## src/core/sbd_params.svh

```systemverilog
`ifndef SBD_PARAMS_SVH
`define SBD_PARAMS_SVH
// Summary of operation
// - 68xxx mode: bus request drops at the T2 edge of first transfer.
// - 80x8x mode: hold request drops at the edge after last T4.
// - chip select is ignored while the bus is owned.
// - cycle-steal: every transfer starts with the extended-address state.
// - burst: extended-address state on first transfer and on upper-half change.
// - extended latch strobe in TX, address latch strobe in T1.
// - release request is ignored while the bus is not owned.
// - on release request finish the current cycle, then give up the bus.
// - bus error completes the current transfer without waiting for acknowledge.
// - after bus error retry the cycle while the retry count is nonzero.
// - bus error with zero retry: release bus and stop system-side DMA.
// - bus error also stops DMA on the local side.
// - bus error input is ignored outside a DMA bus cycle.
// - address, extended address and length are undefined after a bus error.
// - read strobe stays active until incoming data has been sampled.
// - read: data strobes and address strobe negate when T4 ends.
// - outputs float from I1; owned indicator negates in I2.
// - acknowledge is driven high and seen high before it is floated.

`define SBD_ADDR_W 32
`define SBD_DATA_W 16
`define SBD_RETRY_W 8
`define SBD_XADDR_LSB 16
`define SBD_BUF_DEPTH 2
`define SBD_SYNC_W 5
`define SBD_SYNC_IDLE 5'h1f
`define SBD_S_ACK 0
`define SBD_S_GRANT 1
`define SBD_S_RLS 2
`define SBD_S_BERR 3
`define SBD_S_CS 4

`endif

```

## src/core/sbd_pkg.sv

```systemverilog
`include "sbd_params.svh"

package sbd_pkg;

   typedef enum logic [3:0] {
      ST_IDLE, ST_ACQ, ST_TX, ST_T1, ST_T2, ST_T3, ST_T4, ST_I1, ST_I2,
      ST_HALT
   } sbd_bus_st_t;

   typedef enum logic [1:0] {DIO_IDLE, DIO_LOW, DIO_HIGH} sbd_dio_st_t;

   typedef struct packed {
      sbd_bus_st_t st;
      sbd_dio_st_t dio;
      logic [`SBD_SYNC_W-1:0] s1;
      logic [`SBD_SYNC_W-1:0] s2;
      logic [`SBD_DATA_W-1:0] ad_s;
      logic req_n;
      logic hold;
      logic own_n;
      logic pend_v;
      logic pend_we;
      logic [`SBD_ADDR_W-1:0] pend_a;
      logic [`SBD_DATA_W-1:0] pend_d;
      logic cur_we;
      logic [`SBD_ADDR_W-1:0] cur_a;
      logic [`SBD_DATA_W-1:0] cur_d;
      logic [`SBD_DATA_W-1:0] ad_out;
      logic [`SBD_DATA_W-1:0] rd_data;
      logic rls;
      logic err;
      logic [`SBD_RETRY_W-1:0] retry;
      logic halted;
   } sbd_state_t;

endpackage

```

## src/core/sbd_dma_master.sv

```systemverilog
`timescale 1ns/1ps
`include "sbd_params.svh"

module sbd_dma_master import sbd_pkg::*; #(
   parameter int DATA_W = `SBD_DATA_W,
   parameter int BUF_DEPTH = `SBD_BUF_DEPTH
) (
   input wire logic clk_i,
   input wire logic reset_i,
   input wire logic mode_burst_i,
   input wire logic mode_80x8x_i,
   input wire logic [`SBD_RETRY_W-1:0] error_retry_count_i,
   input wire logic req_valid_i,
   output logic req_ready_o,
   input wire logic req_write_i,
   input wire logic [`SBD_ADDR_W-1:0] req_addr_i,
   input wire logic [DATA_W-1:0] req_wdata_i,
   output logic rd_valid_o,
   input wire logic rd_ready_i,
   output logic [DATA_W-1:0] rd_data_o,
   output logic local_dma_stop_o,
   output logic bus_request_out_n_o,
   output logic hold_request_out_o,
   input wire logic bus_grant_n_i,
   output logic bus_owned_indicator_n_o,
   input wire logic host_chip_select_n_i,
   input wire logic bus_release_request_n_i,
   input wire logic bus_error_in_n_i,
   input wire logic transfer_acknowledge_n_i,
   output logic transfer_acknowledge_n_o,
   output logic transfer_acknowledge_oe_o,
   output logic address_strobe_n_o,
   output logic upper_data_strobe_n_o,
   output logic lower_data_strobe_n_o,
   output logic read_not_write_o,
   output logic ctrl_oe_o,
   output logic data_buffer_enable_n_o,
   output logic address_latch_strobe_o,
   output logic extended_address_latch_strobe_o,
   input wire logic [DATA_W-1:0] ad_i,
   output logic [DATA_W-1:0] ad_o,
   output logic ad_oe_o
);
   if (DATA_W != `SBD_DATA_W)
      $error("sbd_dma_master: DATA_W must equal the bus width");
   if (BUF_DEPTH < 2)
      $error("sbd_dma_master: BUF_DEPTH below 2 cannot absorb a stall");

   localparam int UW = $clog2(BUF_DEPTH+1);

   sbd_state_t r_reg, r_next;
   logic ack_s, grant_s, rls_s, berr_s, cs_s;
   logic in_t234, rd_push, buf_in_ready, take, room;
   logic [UW-1:0] buf_used;

   // ===========================================================
   // synchronised pins (second stage only)
   // ===========================================================
   assign ack_s = ~r_reg.s2[`SBD_S_ACK];
   assign grant_s = ~r_reg.s2[`SBD_S_GRANT];
   assign rls_s = ~r_reg.s2[`SBD_S_RLS];
   assign berr_s = ~r_reg.s2[`SBD_S_BERR];
   assign cs_s = ~r_reg.s2[`SBD_S_CS];

   // ===========================================================
   // read data buffer
   // ===========================================================
   // a read is started only when the buffer can take its word, so a
   // stalled consumer holds the bus engine rather than dropping data
   assign rd_push = (r_reg.st == ST_T4) && !r_reg.cur_we && !r_reg.err;
   assign room = (32'(buf_used) + 32'(rd_push)) < BUF_DEPTH;

   sbd_pair_buf #(
      .W(DATA_W),
      .DEPTH(BUF_DEPTH)
   ) u_rd_buf (
      .clk_i(clk_i),
      .reset_i(reset_i),
      .in_valid_i(rd_push),
      .in_ready_o(buf_in_ready),
      .in_data_i(r_reg.rd_data),
      .out_valid_o(rd_valid_o),
      .out_ready_i(rd_ready_i),
      .out_data_o(rd_data_o),
      .used_o(buf_used)
   );

   // ===========================================================
   // next state
   // ===========================================================
   always_comb begin
      r_next = r_reg;
      take = 1'b0;
      r_next.s1 = {host_chip_select_n_i, bus_error_in_n_i,
                   bus_release_request_n_i, bus_grant_n_i,
                   transfer_acknowledge_n_i};
      r_next.s2 = r_reg.s1;
      r_next.ad_s = ad_i;
      if (req_valid_i && req_ready_o) begin
         r_next.pend_v = 1'b1;
         r_next.pend_we = req_write_i;
         r_next.pend_a = req_addr_i;
         r_next.pend_d = req_wdata_i;
      end
      // release is remembered only while the bus is ours
      if (!r_reg.own_n && rls_s) begin
         r_next.rls = 1'b1;
      end
      case (r_reg.st)
         ST_IDLE: begin
            if (r_reg.halted) begin
               r_next.st = ST_HALT;
            end else if (r_reg.pend_v && r_reg.dio == DIO_IDLE &&
                         !grant_s &&
                         (r_reg.pend_we || buf_in_ready)) begin
               // a grant left over from the last tenure must clear first,
               // or the engine would take the bus without a fresh grant
               r_next.st = ST_ACQ;
               if (mode_80x8x_i) begin
                  r_next.hold = 1'b1;
               end else begin
                  r_next.req_n = 1'b0;
               end
            end
         end
         ST_ACQ: begin
            if (grant_s) begin
               r_next.own_n = 1'b0;
               r_next.st = ST_TX;
               take = 1'b1;
            end
         end
         ST_TX: r_next.st = ST_T1;
         ST_T1: begin
            r_next.st = ST_T2;
            r_next.req_n = 1'b1;
         end
         ST_T2: begin
            if (berr_s) begin
               r_next.err = 1'b1;
            end
            r_next.st = ST_T3;
         end
         ST_T3: begin
            if (berr_s) begin
               r_next.err = 1'b1;
            end
            if (ack_s || berr_s || r_reg.err) begin
               r_next.st = ST_T4;
               r_next.rd_data = r_reg.ad_s;
            end
         end
         ST_T4: begin
            if (r_reg.err) begin
               if (r_reg.retry != '0) begin
                  r_next.retry = r_reg.retry - `SBD_RETRY_W'(1);
                  r_next.err = 1'b0;
                  r_next.st = ST_TX;
               end else begin
                  r_next.halted = 1'b1;
                  r_next.st = ST_I1;
                  r_next.hold = 1'b0;
               end
            end else if (mode_burst_i && r_reg.pend_v && !r_reg.rls &&
                         !rls_s && (r_reg.pend_we || room)) begin
               take = 1'b1;
               if (r_reg.pend_a[`SBD_ADDR_W-1:`SBD_XADDR_LSB] !=
                   r_reg.cur_a[`SBD_ADDR_W-1:`SBD_XADDR_LSB]) begin
                  r_next.st = ST_TX;
               end else begin
                  r_next.st = ST_T1;
               end
            end else begin
               // cycle-steal, release request, nothing queued, or a queued read with no buffer room
               r_next.st = ST_I1;
               r_next.hold = 1'b0;
            end
         end
         ST_I1: begin
            r_next.st = ST_I2;
            r_next.own_n = 1'b1;
            r_next.rls = 1'b0;
         end
         ST_I2: r_next.st = r_reg.halted ? ST_HALT : ST_IDLE;
         ST_HALT: r_next.st = ST_HALT;
         default: r_next.st = ST_IDLE;
      endcase
      if (take) begin
         r_next.pend_v = 1'b0;
         r_next.cur_we = r_reg.pend_we;
         r_next.cur_a = r_reg.pend_a;
         r_next.cur_d = r_reg.pend_d;
         r_next.retry = error_retry_count_i;
      end
      case (r_next.st)
         ST_TX: r_next.ad_out =
            r_next.cur_a[`SBD_ADDR_W-1:`SBD_XADDR_LSB];
         ST_T1: r_next.ad_out = r_next.cur_a[DATA_W-1:0];
         ST_T2: r_next.ad_out = r_next.cur_d;
         default: r_next.ad_out = r_reg.ad_out;
      endcase
      // slave acknowledge for host accesses, only while we are off the bus
      case (r_reg.dio)
         DIO_IDLE: begin
            // never start a slave answer in the cycle the engine leaves idle
            if (cs_s && r_reg.own_n && r_reg.st == ST_IDLE &&
                r_next.st == ST_IDLE) begin
               r_next.dio = DIO_LOW;
            end
         end
         DIO_LOW: begin
            if (!cs_s) begin
               r_next.dio = DIO_HIGH;
            end
         end
         DIO_HIGH: begin
            // float only after the pin is seen high, so it never drifts
            if (!ack_s) begin
               r_next.dio = DIO_IDLE;
            end
         end
         default: r_next.dio = DIO_IDLE;
      endcase
   end

   always_ff @(posedge clk_i or posedge reset_i) begin
      if (reset_i) begin
         r_reg <= '0;
         r_reg.s1 <= `SBD_SYNC_IDLE;
         r_reg.s2 <= `SBD_SYNC_IDLE;
         r_reg.req_n <= 1'b1;
         r_reg.own_n <= 1'b1;
      end else begin
         r_reg <= r_next;
      end
   end

   // ===========================================================
   // pin decode
   // ===========================================================
   assign in_t234 = (r_reg.st == ST_T2) || (r_reg.st == ST_T3) ||
                    (r_reg.st == ST_T4);
   assign req_ready_o = !r_reg.pend_v && !r_reg.halted;
   assign local_dma_stop_o = r_reg.halted;
   assign bus_request_out_n_o = r_reg.req_n;
   assign hold_request_out_o = r_reg.hold;
   assign bus_owned_indicator_n_o = r_reg.own_n;
   assign transfer_acknowledge_n_o = (r_reg.dio == DIO_HIGH);
   assign transfer_acknowledge_oe_o = (r_reg.dio != DIO_IDLE);
   assign address_strobe_n_o = !in_t234;
   assign upper_data_strobe_n_o = !in_t234;
   assign lower_data_strobe_n_o = !in_t234;
   assign read_not_write_o = !r_reg.cur_we;
   assign ctrl_oe_o = !r_reg.own_n && (r_reg.st != ST_I1);
   assign data_buffer_enable_n_o =
      !(in_t234 || (r_reg.cur_we && r_reg.st == ST_T1));
   assign address_latch_strobe_o = (r_reg.st == ST_T1);
   assign extended_address_latch_strobe_o = (r_reg.st == ST_TX);
   assign ad_o = r_reg.ad_out;
   assign ad_oe_o = ctrl_oe_o && ((r_reg.st == ST_TX) ||
                    (r_reg.st == ST_T1) || (r_reg.cur_we && in_t234));
endmodule // sbd_dma_master

```

## src/core/sbd_pair_buf.sv

```systemverilog
`timescale 1ns/1ps

module sbd_pair_buf #(
   parameter int W = 16,
   parameter int DEPTH = 2
) (
   input wire logic clk_i,
   input wire logic reset_i,
   input wire logic in_valid_i,
   output logic in_ready_o,
   input wire logic [W-1:0] in_data_i,
   output logic out_valid_o,
   input wire logic out_ready_i,
   output logic [W-1:0] out_data_o,
   output logic [$clog2(DEPTH+1)-1:0] used_o
);
   localparam int PW = $clog2(DEPTH);
   localparam int CW = $clog2(DEPTH+1);

   if (DEPTH < 2 || (DEPTH & (DEPTH - 1)) != 0)
      $error("sbd_pair_buf: DEPTH must be a power of two, at least 2");

   typedef struct packed {
      logic [DEPTH-1:0][W-1:0] mem;
      logic [PW-1:0] wp;
      logic [PW-1:0] rp;
      logic [CW-1:0] cnt;
   } sbd_buf_state_t;

   sbd_buf_state_t r_reg, r_next;
   logic do_wr, do_rd;

   assign in_ready_o = (r_reg.cnt != CW'(DEPTH));
   assign out_valid_o = (r_reg.cnt != '0);
   assign out_data_o = r_reg.mem[r_reg.rp];
   assign used_o = r_reg.cnt;
   assign do_wr = in_valid_i && in_ready_o;
   assign do_rd = out_valid_o && out_ready_i;

   always_comb begin
      r_next = r_reg;
      if (do_wr) begin
         r_next.mem[r_reg.wp] = in_data_i;
         r_next.wp = r_reg.wp + PW'(1);
      end
      if (do_rd) begin
         r_next.rp = r_reg.rp + PW'(1);
      end
      r_next.cnt = r_reg.cnt + CW'(do_wr) - CW'(do_rd);
   end

   always_ff @(posedge clk_i or posedge reset_i) begin
      if (reset_i) begin
         r_reg <= '0;
      end else begin
         r_reg <= r_next;
      end
   end

endmodule // sbd_pair_buf

```

## config.mk

```make
export PLATFORM = sky130hd
export DESIGN_NAME = sbd_dma_master
export DESIGN_NICKNAME = d
export VERILOG_FILES = /design/src/core/sbd_pkg.sv /design/src/core/sbd_dma_master.sv /design/src/core/sbd_pair_buf.sv
export VERILOG_INCLUDE_DIRS = /design/src /design/src/core
export SDC_FILE = /design/constraint.sdc
export NUM_CORES = 1
export LEC_CHECK = 0
export BUFFER_PORTS_ARGS = -buffer_cell sky130_fd_sc_hd__buf_2
export CORE_ASPECT_RATIO = 1.25
export CORE_MARGIN = 4
export CORE_UTILIZATION = 53
export CTS_BUF_LIST = sky130_fd_sc_hd__clkbuf_16
export DETAILED_ROUTE_END_ITERATION = 12
export GPL_TIMING_DRIVEN = 0
export PLACE_DENSITY = 0.75
export SLEW_MARGIN = 20
export SYNTH_ARGS = -nofsm -noshare
export SYNTH_HDL_FRONTEND = slang
export SYNTH_SLANG_ARGS = --single-unit
export TNS_END_PERCENT = 20
```

## constraint.sdc

```tcl
create_clock -name clk_i -period 10 [get_ports clk_i]
set_input_delay 1.5 -clock clk_i [delete_from_list [all_inputs] [get_ports clk_i]]
set_output_delay 1.5 -clock clk_i [all_outputs]
set_load 0.02 [all_outputs]
```

# Yosys cells after proc, flatten, opt, wreduce, memory -nomap -nowiden
# Index checks and enable logic that the tools add are counted.
dict set report totals {
  latch_bits 0
  in_bits 84
  ramBits 0
  memories 0
  regBits 213
  word_cells 180
  rom_bits 0
  out_inout_bits 49
}
dict set report op_classes {
  n_eq_ne 28
  shift 0
  n_mul 0
  n_reduce_logical 64
  muxes 47
  addsub 6
  magnitude_cmp 4
  bitwise_logic 5
  div_mod_pow 0
}
# cell n
set ops {}
lappend ops {{$mux 50} 1}
lappend ops {{$mux 16} 3}
lappend ops {{$mux 48} 1}
lappend ops {{$pmux 16 s3} 1}
lappend ops {{$pmux 4 s10} 1}
lappend ops {{$bwmux 32} 1}
lappend ops {{$mux 4} 6}
lappend ops {{$logic_and 1x1->1} 22}
lappend ops {{$reduce_bool 2->1} 11}
lappend ops {{$eq 4x3->1 const B} 5}
lappend ops {{$mux 9} 2}
lappend ops {{$demux 16 s1} 1}
lappend ops {{$eq 4x2->1 const B} 4}
lappend ops {{$ne 16x16->1} 1}
lappend ops {{$ne 2x2->1 const B} 8}
lappend ops {{$mux 1} 15}
lappend ops {{$mux 10} 1}
lappend ops {{$mux 2} 5}
lappend ops {{$pmux 1 s2} 5}
lappend ops {{$logic_or 1x1->1} 9}
lappend ops {{$reduce_and 3->1} 3}
lappend ops {{$eq 4x4->1 const B} 2}
lappend ops {{$logic_not 1->1} 8}
lappend ops {{$logic_not 4->1} 2}
lappend ops {{other kinds (25)} 36}

# Longest topological paths before layout
dict set report logic_depth {
  ltp_word 14
  depth_mapped 11
  ltp_nobuf 9
}

# Modules after synthesis
# From an unflattened synthesis, not the netlist that was laid out.
dict set report unflattened {
  hier_cells 668
  hier_area_um2 9288.9
}
# mod area_each_um2 cells_per_inst n_inst seq_area_each_um2
set modules_own_cells {}
lappend modules_own_cells {sbd_dma_master 7572.3 562 1 4444.3}
lappend modules_own_cells {sbd_pair_buf 1716.6 106 1 900.9}

# Worst setup path before layout
# No wires, ideal clock.
dict set report synth_path {
  path_type {reg2out}
  startpoint {register r_reg[173] (netlist name)}
  endpoint {output data_buffer_enable_n_o}
  stages_incl_launch_ff 8
  path_slack_ps 6624
  t_arrival_ps 1876
  cell_sequence {dfrtp_1 -> buf_2 -> nand2_1 -> or3_1 -> clkbuf_1 -> clkinv_1 -> clkbuf_1 -> a21boi_0}
}
dict set report synth_via {
  elab_cells_between_ends 9
  cone_classes {eq/ne (4); reduce/logical (5)}
}
# element line_no
set synth_lines {}
lappend synth_lines {{start, declared} sbd_dma_master.sv:51} ;# sbd_state_t r_reg, r_next;
lappend synth_lines {{start signal, assigned} sbd_dma_master.sv:234} ;# r_reg <= r_next;
lappend synth_lines {{$eq 4x2->1} n/a}
lappend synth_lines {{named net address_latch_strobe_o} sbd_dma_master.sv:38} ;# output logic address_latch_strobe_o,
lappend synth_lines {{$logic_and 1x1->1} sbd_dma_master.sv:256} ;# !(in_t234 || (r_reg.cur_we && r_reg.st == ST_T1));
lappend synth_lines {{$logic_or 1x1->1} sbd_dma_master.sv:256}
lappend synth_lines {{$logic_not 1->1} sbd_dma_master.sv:256}
lappend synth_lines {{end, declared} sbd_dma_master.sv:37} ;# output logic data_buffer_enable_n_o,
# The timed path passes the listed nets, and every way through them passes these cells.

# Worst setup path in the final report
dict set report layout_path {
  startpoint {register r_reg[173] (netlist name)}
  endpoint {output data_buffer_enable_n_o}
}
dict set report layout_via {
  elab_chain_len 5
  elab_cells_between_ends 9
  cone_classes {eq/ne (4); reduce/logical (5)}
}
# element line_no
set layout_rtl {}
lappend layout_rtl {{$eq 4x3->1} sbd_dma_master.sv:241} ;# assign in_t234 = (r_reg.st == ST_T2) || (r_reg.st == ST_T3) ||
lappend layout_rtl {{$logic_or 1x1->1 (2 in series)} sbd_dma_master.sv:241}
lappend layout_rtl {{$logic_or 1x1->1 (*)} sbd_dma_master.sv:256}
lappend layout_rtl {{$logic_not 1->1 (*)} sbd_dma_master.sv:256}
# Every way passes the cells marked *; elsewhere a longest branch is shown, timed or not.

==> results_dict.tcl <==
set metrics [dict create \
    status "completed" \
    p_int_mw 2.37 \
    cts_tree "done" \
    hold_viol_final 0 \
    maxCapViolCount 0 \
    grt_use_met3_pct 4.25 \
    wl_per_cell_um 18.0 \
    die_w_um 126 \
    io_pins 133 \
    cts-resized-gates 0 \
    fmax_ghz 0.233 \
    use_met2_pct 35.9 \
    netSwitchingPower_mw 1.31 \
    synth_cells 718 \
    clock_latency_ns 0.50 \
    slowest_stage "clkbuf_1" \
    rsz0062_at_grt "false" \
    swShare_pct 35.5 \
    cp_max_fo 10 \
    peakVddDrop_mv 0.167 \
    start_kind "flop" \
    ys_seq_area_share_pct 57.7 \
    htree_num_levels 1 \
    die_area_um2 19700 \
    post-route-util_pct 64.5 \
    path_delay_family "buffers and inverters" \
    grt_pass1_wl_mm 32.3 \
    syn-num-nets 805 \
    grt_pass1_vias 6366 \
    rows 53 \
    ant_nets 0 \
    synth_ff_type "dfrtp_1" \
    crit_required_ns 8.50 \
    tns_ns 0 \
    path_cells "buf_2 > nand2_1 > or3_1 > clkbuf_1 > clkinv_1 > clkbuf_1 > a21boi_0 > buf_2" \
    grt_use_total_pct 20.2 \
    cts.sinks 213 \
    syn_area_um2 9260 \
    die_height_um 156 \
    largest_reg_flops 152 \
    worstMarginPinSlew_ns 0.957 \
    vias 6106 \
    register_area_um2 5350 \
    via_per_inst 5.50 \
    end_kind "primary output" \
    fin_crit_sh_pct 42.9 \
    totalPowerFinal_mw 3.68 \
    final_layout_size_suffix_gt1_share_pct 42.4 \
    combPwrFrac_pct 39.4 \
    postCtsSetupBuffers 0 \
    core_um2 17000 \
    powerDensity_nw_per_um2 336 \
    nets 963 \
    finClkSkew_ns 0.0130 \
    antenna_found_initial 0 \
    syn_to_final_growth_pct 18.3 \
    first_iter_violations 304 \
    p_leak_nw 5.00 \
    syn_area_per_cell_um2 12.9 \
    synth-edff-count 0 \
    first_pass_iters 5 \
    start_util_pct 54.5 \
    ys_top_cells_by_area "dfrtp_1 (54%), mux2_2 (18%), dfstp_2 (3.4%)" \
    min_path_type "reg2reg" \
    period_needed_ns 4.29 \
    grt_remaining_overflow 0 \
    final.fill_count 1350 \
    routed_wl_mm 20.0 \
    drc 0 \
    synth-seq-cells 213 \
    ys_async_sr_fraction_pct 100 \
    setup_viol 0 \
    grt.met1_usage_pct 25.2 \
    portBuffers 132 \
    dp_hpwl_mm 14.5 \
    ctsHoldBuffers 0 \
    drv_slew 0 \
    cts_root_buf "clkbuf_16" \
    top_usage_layer "met2" \
    yosysWarnings 0 \
    seqPwrFrac_pct 39.3 \
    cp.arrival_ns 2.79 \
    gp_congestion 0.809 \
    grt_max_degree 103 \
    clock_path_buffers 3 \
    critPathKind "reg2out" \
    synth.distinct_cells 62 \
    power.clock.fraction_pct 21.3 \
    cts_inserted_buffers 22 \
    critPathMaxStageDelay_ns 0.56 \
    multiInputGateArea_um2 3500 \
    maxSlewHeadroom_pct 35.6 \
    synth_top_cell_by_area "dfrtp_1" \
    clk_pin_slew_worst_paths_ns 0.06 \
    yosysTopAreaCellShare_pct 54.3 \
    diodes 0 \
    crit_buf_inv 5 \
]
-- through the flow --
step                hold WS [ns]  cell area [µm²]  setup slack [ns]  instances
finish                     0.354            10900              5.71       1110
global route               0.357            10900              5.54       1110
CTS                        0.355            10900              5.71       1110
detailed placement         0.347            10300              6.26       1072
global placement           0.346            10200             0.468       1070
floorplan                  0.345             9260              2.70        718
-- metal layers --
metal,vias up,share of wire [%]
met1,3024,41
met3,26,6.2
met4,0,1.9
met2,190,51
met5,-,0
li1,2866,-
-- synth_stat cells (all sizes together), types with 3 or more instances --
cell type  count
nand3         12
or3            6
a31oi         10
nor2b          5
a221oi         3
and2           4
nor4           4
a221o          3
or2            3
a22oi          8
nand4          5
clkbuf        23
o31ai          3
ha             3
a32oi         10
xnor2         23
mux2         154
o21ai         25
a21oi         22
nand2         25
o211ai         9
buf           36
dfstp         12
dfrtp        201
nand2b        12
nor2          36
nor3          11
a211oi         4
nand3b         3
inv           17
-- final timing paths --
kind,to,cells after the start,slack [ns],from
min reg2reg,r_reg[161],0,0.35,r_next[161]
min,r_reg[161],0,0.35,r_next[161]
max,data_buffer_enable_n_o,8,5.71,r_reg[173]
min in group asynchronous,r_reg[174],2,0.94,reset_i
max reg2reg,ad_o[3],8,6.99,r_reg[9]
max in group asynchronous,r_reg[139],3,8.30,reset_i
-- power by group through the flow --
stage               logic [mW]  clock network [mW]  registers (mW)
floorplan                 1.11                   0            1.39
global placement          1.42                   0            1.44
detailed placement        1.46                   0            1.46
CTS                       1.46               0.803            1.45
global route              1.59               0.836            1.49
finish                    1.45               0.783            1.45
-- layout by cell type, fill, tap and decap left out, types with 4 or more instances in the layout --
cell type / count
buf_4: 18
o21ai_0: 21
inv_1: 21
buf_2: 142
nor4_1: 4
nor2b_1: 5
dfstp_2: 12
clkinv_2: 6
and2_1: 4
xnor2_1: 23
clkbuf_16: 23
a31oi_1: 10
nand4_1: 5
a211oi_2: 4
or3_1: 6
nor2_1: 36
a22oi_1: 8
nand3_1: 12
clkbuf_1: 23
a32oi_1: 10
nand2_1: 25
dfrtp_1: 201
mux2_2: 148
o211ai_1: 9
buf_6: 4
nor3_1: 11
a21oi_1: 22
nand2b_1: 12
mux2_4: 4
-- final cells by class --
cell class / count / area share, %
plain buffers: 59 / 3.13
repair buffers: 134 / 6.54
well taps: 220 / 2.51
flip-flops and latches: 213 / 48.8
clock buffers: 23 / 5.26
inverters: 18 / 0.686
clock inverters: 15 / 1.06
multi-input cells: 428 / 32.0
-- logic make-up after synthesis --
group / Yosys count / share of synthesized area, %
compound gates: 110 / 8.51
xor+xnor: 25 / 2.37
fa+ha+maj: 3 / 0.406
buf+inv: 77 / 4.43
flops: 213 / 57.7
mux: 155 / 19.0
simple gates: 135 / 7.54
Note: power is estimated with default switching activity, not from simulation.
